File: src/dsss_tx_pkg.sv
package dsss_tx_pkg;

  // Register byte offsets
  localparam logic [7:0] scrambler_control_off = 8'h00;
  localparam logic [7:0] long_seed_off = 8'h04;
  localparam logic [7:0] short_seed_off = 8'h08;
  localparam logic [7:0] modem_config_off = 8'h0C;
  localparam logic [7:0] tx_setup_off = 8'h10;
  localparam logic [7:0] status_off = 8'h14;

  // Field positions
  localparam int bypass_bit = 2;
  localparam int tx_reverse_bit = 6;
  localparam int rx_reverse_bit = 7;
  localparam int short_pre_bit = 2;

  // Reset values
  localparam logic [6:0] long_seed_rst = 7'h7F;
  localparam logic [6:0] short_seed_rst = 7'h7F;
  localparam logic [1:0] rate_rst = 2'h0;

  // Scrambler taps, z^-4 and z^-7
  localparam int tap_a = 3;
  localparam int tap_b = 6;

  // Chip timing: fractional divider, clock and chip rate in kHz
  localparam int clk_khz = 250000;
  localparam int chip_khz = 11000;
  localparam int div_step = chip_khz / 1000;
  localparam int div_mod = clk_khz / 1000;

  localparam int barker_len = 11;
  localparam logic [10:0] barker_word = 11'h0ED;
  localparam int cck_len = 8;

  typedef enum logic [3:0] {
    mode_dbpsk = 4'b0001,
    mode_dqpsk = 4'b0010,
    mode_cck5 = 4'b0100,
    mode_cck11 = 4'b1000
  } sym_mode_t;

  typedef enum logic [1:0] {
    st_idle = 2'b01,
    st_run = 2'b10
  } tx_state_t;

  // Segment codes from the framing source
  localparam logic [1:0] seg_preamble = 2'h0;
  localparam logic [1:0] seg_header = 2'h1;
  localparam logic [1:0] seg_payload = 2'h2;

  typedef struct packed {
    logic valid;
    logic i;
    logic q;
  } chip_t;

endpackage : dsss_tx_pkg

File: src/dsss_scrambler_cck_modulator.sv
// Our own choices: the placing of the registers and the AHB-Lite register port.
`timescale 1ns/1ps
module dsss_scrambler_cck_modulator (
  input wire logic hclk,
  input wire logic hresetn,
  input wire logic hsel,
  input wire logic [31:0] haddr,
  input wire logic [1:0] htrans,
  input wire logic hwrite,
  input wire logic [2:0] hsize,
  input wire logic [31:0] hwdata,
  input wire logic hready,
  output logic [31:0] hrdata,
  output logic hreadyout,
  output logic hresp,
  input wire logic tx_start,
  input wire logic [1:0] tx_seg,
  input wire logic tx_bit,
  input wire logic tx_valid,
  output logic tx_ready,
  output dsss_tx_pkg::chip_t tx_chip,
  output logic tx_active,
  input wire logic rx_bit,
  input wire logic rx_valid,
  output logic rx_data,
  output logic rx_data_valid,
  output logic rx_rotate_reverse
);

  function automatic logic [1:0] gray_phase(input logic first, input logic second);
    gray_phase = {first, first ^ second};
  endfunction : gray_phase

  function automatic logic [3:0] need_bits(input dsss_tx_pkg::sym_mode_t m);
    case (m)
      dsss_tx_pkg::mode_dbpsk: need_bits = 4'h1;
      dsss_tx_pkg::mode_dqpsk: need_bits = 4'h2;
      dsss_tx_pkg::mode_cck5: need_bits = 4'h4;
      default: need_bits = 4'h8;
    endcase
  endfunction : need_bits

  function automatic logic [3:0] chip_count(input dsss_tx_pkg::sym_mode_t m);
    if (m == dsss_tx_pkg::mode_cck5 || m == dsss_tx_pkg::mode_cck11)
      chip_count = 4'(dsss_tx_pkg::cck_len);
    else
      chip_count = 4'(dsss_tx_pkg::barker_len);
  endfunction : chip_count

  // Phase in quarter turns; 0..3 map to (+,+),(-,+),(-,-),(+,-)
  function automatic logic [1:0] quad_i_q(input logic [1:0] p);
    quad_i_q = {~(p[1] ^ p[0]), ~p[1]};
  endfunction : quad_i_q

  logic scr_bypass_ff;
  logic [6:0] long_seed_ff;
  logic [6:0] short_seed_ff;
  logic tx_reverse_ff;
  logic rx_reverse_ff;
  logic [1:0] rate_ff;
  logic short_pre_ff;
  logic [6:0] scr_ff;
  logic [6:0] dscr_ff;
  logic [7:0] div_ff;
  logic chip_en_ff;
  logic [7:0] bitbuf_ff;
  logic [3:0] cnt_ff;
  dsss_tx_pkg::sym_mode_t cmode_ff;
  logic cpay_ff;
  dsss_tx_pkg::tx_state_t state_ff;
  dsss_tx_pkg::sym_mode_t smode_ff;
  logic [3:0] chip_idx_ff;
  logic [1:0] ref_ff;
  logic [1:0] phi2_ff;
  logic [1:0] phi3_ff;
  logic [1:0] phi4_ff;
  logic odd_ff;
  logic [1:0] iq_pair_ff;
  logic tx_ready_ff;
  dsss_tx_pkg::chip_t chip_ff;
  logic [31:0] hrdata_ff;
  logic hreadyout_ff;
  logic wr_pend_ff;
  logic [7:0] wr_addr_ff;
  logic rx_data_ff;
  logic rx_data_valid_ff;

  logic accept;
  logic scr_out;
  dsss_tx_pkg::sym_mode_t in_mode;
  dsss_tx_pkg::sym_mode_t nxt_cmode;
  logic [3:0] nxt_cnt;
  logic last_chip;
  logic load_sym;
  logic [1:0] nxt_ref;
  logic [1:0] dphi;
  logic [1:0] chip_phase;
  logic [2:0] ci;
  logic [7:0] ahb_addr;
  logic ahb_go;

  assign hrdata = hrdata_ff;
  assign hreadyout = hreadyout_ff;
  assign hresp = 1'b0 & hreadyout_ff;
  assign tx_ready = tx_ready_ff;
  assign tx_chip = chip_ff;
  assign tx_active = state_ff == dsss_tx_pkg::st_run;
  assign rx_data = rx_data_ff;
  assign rx_data_valid = rx_data_valid_ff;
  assign rx_rotate_reverse = rx_reverse_ff;

  // Zero wait state slave; read data is fetched during the address phase
  assign ahb_addr = haddr[7:0];
  assign ahb_go = hsel && hready && htrans[1];

  always_ff @(posedge hclk or negedge hresetn)
  begin
    if (!hresetn)
    begin
      hreadyout_ff <= 1'b0;
      wr_pend_ff <= 1'b0;
      wr_addr_ff <= 8'h00;
      hrdata_ff <= 32'h00000000;
    end
    else
    begin
      hreadyout_ff <= 1'b1;
      wr_pend_ff <= ahb_go && hwrite;
      wr_addr_ff <= ahb_addr;
      hrdata_ff <= 32'h00000000;
      if (ahb_go && !hwrite)
      begin
        if (ahb_addr == dsss_tx_pkg::scrambler_control_off)
          hrdata_ff[dsss_tx_pkg::bypass_bit] <= scr_bypass_ff;
        else if (ahb_addr == dsss_tx_pkg::long_seed_off)
          hrdata_ff[6:0] <= long_seed_ff;
        else if (ahb_addr == dsss_tx_pkg::short_seed_off)
          hrdata_ff[6:0] <= short_seed_ff;
        else if (ahb_addr == dsss_tx_pkg::modem_config_off)
        begin
          hrdata_ff[dsss_tx_pkg::tx_reverse_bit] <= tx_reverse_ff;
          hrdata_ff[dsss_tx_pkg::rx_reverse_bit] <= rx_reverse_ff;
        end
        else if (ahb_addr == dsss_tx_pkg::tx_setup_off)
          hrdata_ff[2:0] <= {short_pre_ff, rate_ff};
        else if (ahb_addr == dsss_tx_pkg::status_off)
          hrdata_ff[11:0] <= {odd_ff, scr_ff, ref_ff, cnt_ff == 4'h0, tx_active};
      end
    end
  end

  // Register writes land in the data phase
  always_ff @(posedge hclk or negedge hresetn)
  begin
    if (!hresetn)
    begin
      scr_bypass_ff <= 1'b0;
      long_seed_ff <= dsss_tx_pkg::long_seed_rst;
      short_seed_ff <= dsss_tx_pkg::short_seed_rst;
      tx_reverse_ff <= 1'b0;
      rx_reverse_ff <= 1'b0;
      rate_ff <= dsss_tx_pkg::rate_rst;
      short_pre_ff <= 1'b0;
    end
    else if (wr_pend_ff)
    begin
      if (wr_addr_ff == dsss_tx_pkg::scrambler_control_off)
        scr_bypass_ff <= hwdata[dsss_tx_pkg::bypass_bit];
      else if (wr_addr_ff == dsss_tx_pkg::long_seed_off)
        long_seed_ff <= hwdata[6:0];
      else if (wr_addr_ff == dsss_tx_pkg::short_seed_off)
        short_seed_ff <= hwdata[6:0];
      else if (wr_addr_ff == dsss_tx_pkg::modem_config_off)
      begin
        tx_reverse_ff <= hwdata[dsss_tx_pkg::tx_reverse_bit];
        rx_reverse_ff <= hwdata[dsss_tx_pkg::rx_reverse_bit];
      end
      else if (wr_addr_ff == dsss_tx_pkg::tx_setup_off)
      begin
        rate_ff <= hwdata[1:0];
        short_pre_ff <= hwdata[dsss_tx_pkg::short_pre_bit];
      end
    end
  end

  // Fractional divider: 11 chip enables per 250 clocks, no drift
  // Compare at nine bits, an 8-bit sum wraps past 255 and drops enables
  always_ff @(posedge hclk or negedge hresetn)
  begin
    if (!hresetn)
    begin
      div_ff <= 8'h00;
      chip_en_ff <= 1'b0;
    end
    else if ({1'b0, div_ff} + 9'(dsss_tx_pkg::div_step) >= 9'(dsss_tx_pkg::div_mod))
    begin
      div_ff <= div_ff + 8'(dsss_tx_pkg::div_step) - 8'(dsss_tx_pkg::div_mod);
      chip_en_ff <= 1'b1;
    end
    else
    begin
      div_ff <= div_ff + 8'(dsss_tx_pkg::div_step);
      chip_en_ff <= 1'b0;
    end
  end

  // Coding follows the segment: preamble always DBPSK
  always_comb
  begin
    if (tx_seg == dsss_tx_pkg::seg_payload)
    begin
      case (rate_ff)
        2'h0: in_mode = dsss_tx_pkg::mode_dbpsk;
        2'h1: in_mode = dsss_tx_pkg::mode_dqpsk;
        2'h2: in_mode = dsss_tx_pkg::mode_cck5;
        default: in_mode = dsss_tx_pkg::mode_cck11;
      endcase
    end
    else if (tx_seg == dsss_tx_pkg::seg_header && short_pre_ff)
      in_mode = dsss_tx_pkg::mode_dqpsk;
    else
      in_mode = dsss_tx_pkg::mode_dbpsk;
  end

  assign accept = tx_valid && tx_ready_ff;
  assign scr_out = scr_bypass_ff ? tx_bit : tx_bit ^ scr_ff[dsss_tx_pkg::tap_a] ^ scr_ff[dsss_tx_pkg::tap_b];
  assign last_chip = chip_en_ff && state_ff == dsss_tx_pkg::st_run && chip_idx_ff == chip_count(smode_ff) - 4'h1;
  assign load_sym = cnt_ff != 4'h0 && cnt_ff == need_bits(cmode_ff) && (state_ff == dsss_tx_pkg::st_idle || last_chip);

  always_comb
  begin
    nxt_cmode = cmode_ff;
    nxt_cnt = load_sym ? 4'h0 : cnt_ff;
    if (accept)
    begin
      nxt_cnt = nxt_cnt + 4'h1;
      if (cnt_ff == 4'h0)
        nxt_cmode = in_mode;
    end
  end

  // Scrambler: every bit, in every segment, unless bypassed
  always_ff @(posedge hclk or negedge hresetn)
  begin
    if (!hresetn)
      scr_ff <= 7'h00;
    else if (tx_start)
      scr_ff <= short_pre_ff ? short_seed_ff : long_seed_ff;
    else if (accept && !scr_bypass_ff)
      scr_ff <= {scr_ff[5:0], scr_out};
  end

  // Bit collector; a new symbol can fill while the last is on air
  always_ff @(posedge hclk or negedge hresetn)
  begin
    if (!hresetn)
    begin
      bitbuf_ff <= 8'h00;
      cnt_ff <= 4'h0;
      cmode_ff <= dsss_tx_pkg::mode_dbpsk;
      cpay_ff <= 1'b0;
      tx_ready_ff <= 1'b0;
    end
    else
    begin
      cnt_ff <= nxt_cnt;
      cmode_ff <= nxt_cmode;
      if (accept)
        bitbuf_ff[3'(cnt_ff)] <= scr_out;
      if (accept && cnt_ff == 4'h0)
        cpay_ff <= tx_seg == dsss_tx_pkg::seg_payload;
      tx_ready_ff <= nxt_cnt < need_bits(nxt_cmode);
    end
  end

  // Phase change of phi1, differential on the reference phase
  always_comb
  begin
    case (cmode_ff)
      dsss_tx_pkg::mode_dbpsk: dphi = {bitbuf_ff[0], 1'b0};
      default: dphi = gray_phase(bitbuf_ff[0], bitbuf_ff[1]);
    endcase
    if ((cmode_ff == dsss_tx_pkg::mode_cck5 || cmode_ff == dsss_tx_pkg::mode_cck11) && cpay_ff && odd_ff)
      dphi = dphi + 2'h2;
    if (tx_reverse_ff)
      dphi = 2'h0 - dphi;
    nxt_ref = ref_ff + dphi;
  end

  always_ff @(posedge hclk or negedge hresetn)
  begin
    if (!hresetn)
    begin
      state_ff <= dsss_tx_pkg::st_idle;
      smode_ff <= dsss_tx_pkg::mode_dbpsk;
      chip_idx_ff <= 4'h0;
      ref_ff <= 2'h0;
      phi2_ff <= 2'h0;
      phi3_ff <= 2'h0;
      phi4_ff <= 2'h0;
      odd_ff <= 1'b0;
      iq_pair_ff <= 2'h0;
    end
    else
    begin
      case (state_ff)
        dsss_tx_pkg::st_idle:
        begin
          if (load_sym)
            state_ff <= dsss_tx_pkg::st_run;
        end
        dsss_tx_pkg::st_run:
        begin
          if (chip_en_ff)
            chip_idx_ff <= chip_idx_ff + 4'h1;
          if (last_chip && !load_sym)
            state_ff <= dsss_tx_pkg::st_idle;
        end
        default: state_ff <= dsss_tx_pkg::st_idle;
      endcase
      if (tx_start)
        odd_ff <= 1'b0;
      if (load_sym)
      begin
        smode_ff <= cmode_ff;
        chip_idx_ff <= 4'h0;
        ref_ff <= nxt_ref;
        iq_pair_ff <= quad_i_q(nxt_ref);
        if (cmode_ff == dsss_tx_pkg::mode_cck5)
        begin
          phi2_ff <= {bitbuf_ff[2], 1'b1};
          phi3_ff <= 2'h0;
          phi4_ff <= {bitbuf_ff[3], 1'b0};
        end
        else
        begin
          phi2_ff <= {bitbuf_ff[2], bitbuf_ff[3]};
          phi3_ff <= {bitbuf_ff[4], bitbuf_ff[5]};
          phi4_ff <= {bitbuf_ff[6], bitbuf_ff[7]};
        end
        odd_ff <= cpay_ff ? ~odd_ff : 1'b0;
      end
    end
  end

  // CCK chip phase; index 0 leaves first
  always_comb
  begin
    ci = chip_idx_ff[2:0];
    chip_phase = ref_ff;
    if (!ci[0])
      chip_phase = chip_phase + phi2_ff;
    if (!ci[1])
      chip_phase = chip_phase + phi3_ff;
    if (!ci[2])
      chip_phase = chip_phase + phi4_ff;
    if (ci == 3'h3 || ci == 3'h6)
      chip_phase = chip_phase + 2'h2;
  end

  always_ff @(posedge hclk or negedge hresetn)
  begin
    if (!hresetn)
      chip_ff <= '0;
    else if (chip_en_ff && state_ff == dsss_tx_pkg::st_run)
    begin
      chip_ff.valid <= 1'b1;
      if (smode_ff == dsss_tx_pkg::mode_cck5 || smode_ff == dsss_tx_pkg::mode_cck11)
        {chip_ff.i, chip_ff.q} <= quad_i_q(chip_phase);
      else
        {chip_ff.i, chip_ff.q} <= iq_pair_ff ^ {2{~dsss_tx_pkg::barker_word[chip_idx_ff]}};
    end
    else
      chip_ff.valid <= 1'b0;
  end

  // Receive descrambler, feedforward so it self-synchronizes
  always_ff @(posedge hclk or negedge hresetn)
  begin
    if (!hresetn)
    begin
      dscr_ff <= 7'h00;
      rx_data_ff <= 1'b0;
      rx_data_valid_ff <= 1'b0;
    end
    else
    begin
      rx_data_valid_ff <= rx_valid;
      if (rx_valid)
      begin
        dscr_ff <= {dscr_ff[5:0], rx_bit};
        rx_data_ff <= scr_bypass_ff ? rx_bit : rx_bit ^ dscr_ff[dsss_tx_pkg::tap_a] ^ dscr_ff[dsss_tx_pkg::tap_b];
      end
    end
  end

endmodule : dsss_scrambler_cck_modulator

File: config.mk
export PLATFORM = sky130hd
export DESIGN_NAME = dsss_scrambler_cck_modulator
export DESIGN_NICKNAME = d
export VERILOG_FILES = /design/src/dsss_tx_pkg.sv /design/src/dsss_scrambler_cck_modulator.sv
export SDC_FILE = /design/constraint.sdc
export NUM_CORES = 1
export LEC_CHECK = 0
export BUFFER_PORTS_ARGS = -buffer_cell sky130_fd_sc_hd__buf_2
export CORE_MARGIN = 2
export CORE_UTILIZATION = 50
export DETAILED_ROUTE_END_ITERATION = 8
export HOLD_SLACK_MARGIN = 0.12
export PLACE_DENSITY_LB_ADDON = 0.3
export SYNTH_ARGS = -nofsm -noshare
export SYNTH_HDL_FRONTEND = slang
export SYNTH_SLANG_ARGS = --single-unit
File: constraint.sdc
create_clock -name hclk -period 6.07 [get_ports hclk]
set_input_delay 0.607 -clock hclk [delete_from_list [all_inputs] [get_ports hclk]]
set_output_delay 0.607 -clock hclk [all_outputs]
set_load 0.1 [all_outputs]
# --- After elaboration in Yosys (flattened, before gate mapping) ---
# Memory sizes are Yosys's and may differ from the RTL's.
# Index checks and enable logic that the tools add are counted.
word_totals:
  register_bits: 109
  rom_bits: 16
  inputBits: 81
  out_inout_bits: 42
  elab_cells: 202
  memories: 1
classes:
  addsub: 13
  order_cmp: 5
  n_eq_ne: 30
  muxes: 62
  n_bitwise: 18
  reduce_logical: 39
memory_table:
  columns: ["memory", "depth", "word_bits", "rd", "rd_ports_with_merged_regs", "wr", "line", "source"]
  rows:
  - ["(no name shown)", 16, 1, 1, 0, 0, "dsss_scrambler_cck_modulator.sv:371", "{chip_ff.i, chip_ff.q} <= iq_pair_ff ^ {2{~dsss_tx_pkg::barker_word[chip_idx_ff]}};"]
op_table:
  columns: ["cell", "n"]
  rows:
  - ["2-to-1 mux 12 bit", 8]
  - ["2-to-1 mux 4 bit", 9]
  - ["case mux 4 bit (3 select lines)", 3]
  - ["2-to-1 mux 7 bit", 5]
  - ["equality test 8 x 4 -> 1 bit (second input constant)", 4]
  - ["2-to-1 mux 2 bit", 15]
  - ["equality test 8 x 5 -> 1 bit (second input constant)", 3]
  - ["2-to-1 mux 9 bit", 2]
  - ["equality test 8 x 3 -> 1 bit (second input constant)", 2]
  - ["logical AND 1 bit", 16]
  - ["zero test 8 bit", 2]
  - ["equality test 4 x 3 -> 1 bit (second input constant)", 3]
  - ["2-to-1 mux 1 bit", 12]
  - ["2-to-1 mux 5 bit", 2]
  - ["NOT 1 bit", 10]
  - ["adder 8 x 4 -> 9 bit (second input constant)", 1]
  - [">= comparator 9 x 8 -> 1 bit (second input constant)", 1]
  - ["adder 2 bit", 4]
  - ["adder 4 x 1 -> 4 bit (second input constant)", 2]
  - ["adder 8 x 4 -> 8 bit (second input constant)", 1]
  - ["bitwise mux 8 bit", 1]
  - ["equality test 4 x 1 -> 1 bit (second input constant)", 2]
  - ["equality test 4 x 2 -> 1 bit (second input constant)", 2]
  - ["equality test 4 bit", 2]
  - ["33 further kinds", 55]

# --- Logic depth before layout (Yosys ltp) ---
depth:
  ltp_word: 14
  ltp_mapped: 13
  depth_no_buf: 12

# --- Worst setup path before layout ---
# OpenSTA, ideal clock, no wires.
synth_path:
  kind: "reg2reg"
  start: "reg tx_ready_ff, in the netlist tx_ready"
  end: "reg tx_ready_ff, in the netlist tx_ready"
  setup_time_ns: 0.082
  arrival_time_ns: 2.915
  required_time_ns: 5.988
  slack_ns: 3.073
  stages_incl_launch_ff: 12
  n_path_buf: 1
  period_less_slack_ns: 2.997
  cell_sequence: "dfrtp_1 and2_1 clkbuf_1 nand2_2 nor4_1 a21oi_1 or3_1 a21oi_1 ha_1 a211oi_1 nand2_1 o22ai_1"
synth_between:
  elab_chain_len: 5
  elab_cells_between_ends: 8
  cone_classes: "1 x order compare; 3 x eq/ne; 3 x mux; 1 x reduce/logical"
synth_lines:
  columns: ["item", "line", "source"]
  rows:
  - ["start: declaration", "dsss_scrambler_cck_modulator.sv:79", "logic tx_ready_ff;"]
  - ["start signal: assignment", "dsss_scrambler_cck_modulator.sv:272", "tx_ready_ff <= nxt_cnt < need_bits(nxt_cmode);"]
  - ["logical AND 1 bit (*)", "dsss_scrambler_cck_modulator.sv:225", "assign accept = tx_valid && tx_ready_ff;"]
  - ["2-to-1 mux 4 bit", "dsss_scrambler_cck_modulator.sv:234", "if (accept)"]
  - ["equality test 4 x 3 -> 1 bit (tied with other cells)", "dsss_scrambler_cck_modulator.sv:35", "case (m)"]
  - ["case mux 4 bit (3 select lines)", "dsss_scrambler_cck_modulator.sv:35", null]
  - ["less-than comparator 4 bit (*)", "dsss_scrambler_cck_modulator.sv:272", null]
# Mark *: on every way between the ends. The rest lies on a longest branch, timed or not.
# A chain may end at the register's enable or synchronous reset.

# --- Worst setup path in the final report ---
layout_path:
  start: "reg cmode_ff[1]"
  end: "reg tx_ready_ff, in the netlist tx_ready"
layout_between:
  elab_chain_len: 9
  elab_cells_between_ends: 17
  cone_classes: "1 x add/sub; 1 x order compare; 7 x eq/ne; 6 x mux; 2 x reduce/logical"
layout_lines:
  columns: ["item", "line", "source"]
  rows:
  - ["start: declaration", "dsss_scrambler_cck_modulator.sv:68", "dsss_tx_pkg::sym_mode_t cmode_ff;"]
  - ["start signal: assignment", "dsss_scrambler_cck_modulator.sv:260", "cmode_ff <= dsss_tx_pkg::mode_dbpsk;"]
  - ["start signal: assignment", "dsss_scrambler_cck_modulator.sv:267", "cmode_ff <= nxt_cmode;"]
  - ["equality test 4 x 3 -> 1 bit (tied with other cells)", "dsss_scrambler_cck_modulator.sv:35", null]
  - ["case mux 4 bit (3 select lines) (*)", "dsss_scrambler_cck_modulator.sv:35", null]
  - ["equality test 4 bit (*)", "dsss_scrambler_cck_modulator.sv:228", "assign load_sym = cnt_ff != 4'h0 && cnt_ff == need_bits(cmode_ff) && (state_ff == dsss_tx_pkg::st_idle || last ..."]
  - ["logical AND 1 bit (*) (2 in series)", "dsss_scrambler_cck_modulator.sv:228", null]
  - ["2-to-1 mux 4 bit (*)", "dsss_scrambler_cck_modulator.sv:233", "nxt_cnt = load_sym ? 4'h0 : cnt_ff;"]
  - ["adder 4 x 1 -> 4 bit", "dsss_scrambler_cck_modulator.sv:236", "nxt_cnt = nxt_cnt + 4'h1;"]
  - ["2-to-1 mux 4 bit (*)", "dsss_scrambler_cck_modulator.sv:234", null]
  - ["net nxt_cnt[1]", "dsss_scrambler_cck_modulator.sv:92", "logic [3:0] nxt_cnt;"]
  - ["less-than comparator 4 bit (*)", "dsss_scrambler_cck_modulator.sv:272", null]
# Mark *: on every way through the listed nets, which the timed path passes. The rest lies on a longest branch.

==> results_dict.tcl <==
set metrics [dict create \
    async_flop_share 1.00 \
    syn_inst 549 \
    arrival_ns 3.82 \
    period_needed_ns 3.55 \
    drtIter0Drc 395 \
    hpwl_um 8270 \
    whs_ns 0.198 \
    seq_area_um2 2750 \
    grt_start_max_net_pins 76 \
    cts_max_path_buffers 2 \
    htreeDepth 3 \
    grt_first_pass_wirelength_um 18900 \
    post_cts_buffers 0 \
    dpl_worst_slack_ns 2.52 \
    cp_data_required_time_ns 6.34 \
    peakVddDrop_uv 166 \
    cts_tree "yes" \
    clk_pin_slew_ns 0.07 \
    grt_usage 0.187 \
    root_buffer "clkbuf_16" \
    drv_cap 0 \
    worst_pin_slew_ns 0.904 \
    gp_congestion 0.837 \
    ant_nets 0 \
    cts_sinks 109 \
    synth.yosys.seq_area_share 0.474 \
    wl_um 11300 \
    place_area_um2 6040 \
    fin_crit_sh 0.585 \
    cts_resized 0 \
    setup_tns_ns 0 \
    synth.distinct_cells 72 \
    synth_most_common_cell "dfrtp_1" \
    fin_skew_ns 0.00923 \
    slew_violations 0 \
    antennaDiodeCount 0 \
    critPathCaptureType "flip-flop" \
    via_per_inst 5.41 \
    start_kind "flip-flop" \
    yosys_register_bits 109 \
    initial_core_util 0.510 \
    layout-drive-gt1-share 0.246 \
    relSlewSlack 0.398 \
    synth.top_cells.by_count "92 x dfrtp_1, 59 x nand2_1, 52 x nor2_1, 43 x mux2_2, 30 x o21ai_0" \
    p_leak_nw 2.98 \
    multi_input_area_um2 2800 \
    nFillCells 963 \
    syn_area_um2 5800 \
    num_vias 3986 \
    die_area_um2 12500 \
    synth.avg_cell_area_um2 10.6 \
    synth_top_area_share 0.397 \
    numPortBuffers 49 \
    hold_class "in -> async" \
    yosysWarnings 0 \
    fin_util 0.558 \
    first_pass_iters 5 \
    grt_pass1_vias 4051 \
    synth_edf_count 0 \
    setup_slack_ns 2.52 \
    cp_max_fo 25 \
    drt_drc_violations_left 0 \
    hold_viol 0 \
    design_area_um2 6350 \
    synth_area_leaders "dfrtp_1 40%, mux2_2 8.3%, dfstp_2 7.7%" \
    core_um2 11400 \
    ioPinCount 123 \
    synth_largest_area_cell "dfrtp_1" \
    synthFlopType "dfrtp_1" \
    antenna_found_initial 0 \
    clock_latency_ns 0.35 \
    fmax_ghz 0.281 \
    setup_viol 0 \
    fp.dieH_um 112 \
    power.density_nw_per_um2 241 \
    status "complete, no violations" \
    area_growth_syn_to_layout_pct 9.49 \
    r2r_setup_slack_ns 2.52 \
    nets 683 \
    drt-wirelength-per-cell_um 15.3 \
    rsz0062_at_grt "false" \
    cts_buffers 9 \
    die_w_um 112 \
    hold_buffers 0 \
    overflow 0 \
    rows 39 \
    critPathKind "reg -> reg" \
]
-- final cells by class --
type / count / share of cell area
Tap cell: 143 / 0.0282
Clock inverter: 6 / 0.0112
Multi-Input combinational cell: 403 / 0.440
Clock buffer: 10 / 0.0376
Inverter: 16 / 0.00946
Timing Repair Buffer: 50 / 0.0402
Sequential cell: 109 / 0.433
-- layer usage --
layer,up-vias,GRT usage,wire length [um]
met3,17,0.0452,468
li1,1949,-,-
met5,-,0,0
met2,86,0.326,5710
met4,0,0.0469,156
met1,1934,0.235,4920
-- worst max-delay path: stages, from the launching register on --
cell and delay [ns]:
dfrtp_1 0.50, nor4b_4 0.53, nand2_1 0.14, a211oi_2 0.36
o221ai_4 0.35, and2_4 0.29, ha_1 0.26, mux2_2 0.28
ha_1 0.30, o21a_1 0.17, o21a_1 0.17, o22ai_1 0.13
-- per-stage QoR --
step | total power (W) | std cells
2_1_floorplan | 0.000910 | 569
6_report | 0.00153 | 737
3_3_place_gp | 0.000939 | 721
3_5_place_dp | 0.000942 | 721
5_1_grt | 0.00158 | 737
4_1_cts | 0.00154 | 737
-- cells by family (layout without fill, tap and decap cells) --
| group | after synthesis | in the layout | synth area share |
|---|---|---|---|
| AOI/OAI and AO/OA | 88 | 88 | 0.101 |
| other | 2 | 22 | 0.00129 |
| adders and majority gates | 13 | 13 | 0.0280 |
| DFF | 109 | 109 | 0.474 |
| and+or+nand+nor | 181 | 181 | 0.160 |
| buffers and inverters | 57 | 82 | 0.0567 |
| xor gates and xnor gates | 34 | 34 | 0.0537 |
| muxes | 65 | 65 | 0.125 |
-- registers in the layout (all words and copies together), names as in the netlist, 7 cells and up --
signal         cells
dscr_ff            7
wr_addr_ff         8
hrdata            12
short_seed_ff      7
long_seed_ff       7
bitbuf_ff          8
div_ff             8
scr_ff             7
-- placed cells by master, fill, tap and decap left out, drive strengths merged, types with 5 or more instances in the layout --
cell	n
a21oi	18
and2	6
buf	50
clkbuf	10
conb	22
dfrtp	92
dfstp	17
ha	13
inv	17
mux2	48
mux2i	17
nand2	60
nand2b	7
nand3b	7
nor2	52
nor2b	5
nor3	8
nor4	5
o21a	5
o21ai	30
o22ai	5
xnor2	24
xor2	9
-- final timing paths --
path / end / cells past startpoint / from
max: tx_ready / 11 / cmode_ff[1]
min: tx_chip[2] / 1 / hresetn
max reg2reg: tx_ready / 11 / cmode_ff[1]
min reg2reg: phi2_ff[0] / 2 / phi2_ff[0]
max in group asynchronous: scr_bypass_ff / 2 / hresetn
min in group hclk: wr_addr_ff[5] / 1 / haddr[5]
-- where the power goes --
part,internal [W],total (W),switching (W)
sequential,0.000750,0.000768,0.0000171
combinational,0.0000358,0.000161,0.000125
clock,0.000335,0.000600,0.000266
total,0.00112,0.00153,0.000408
Power figures use the tool's default switching activity.
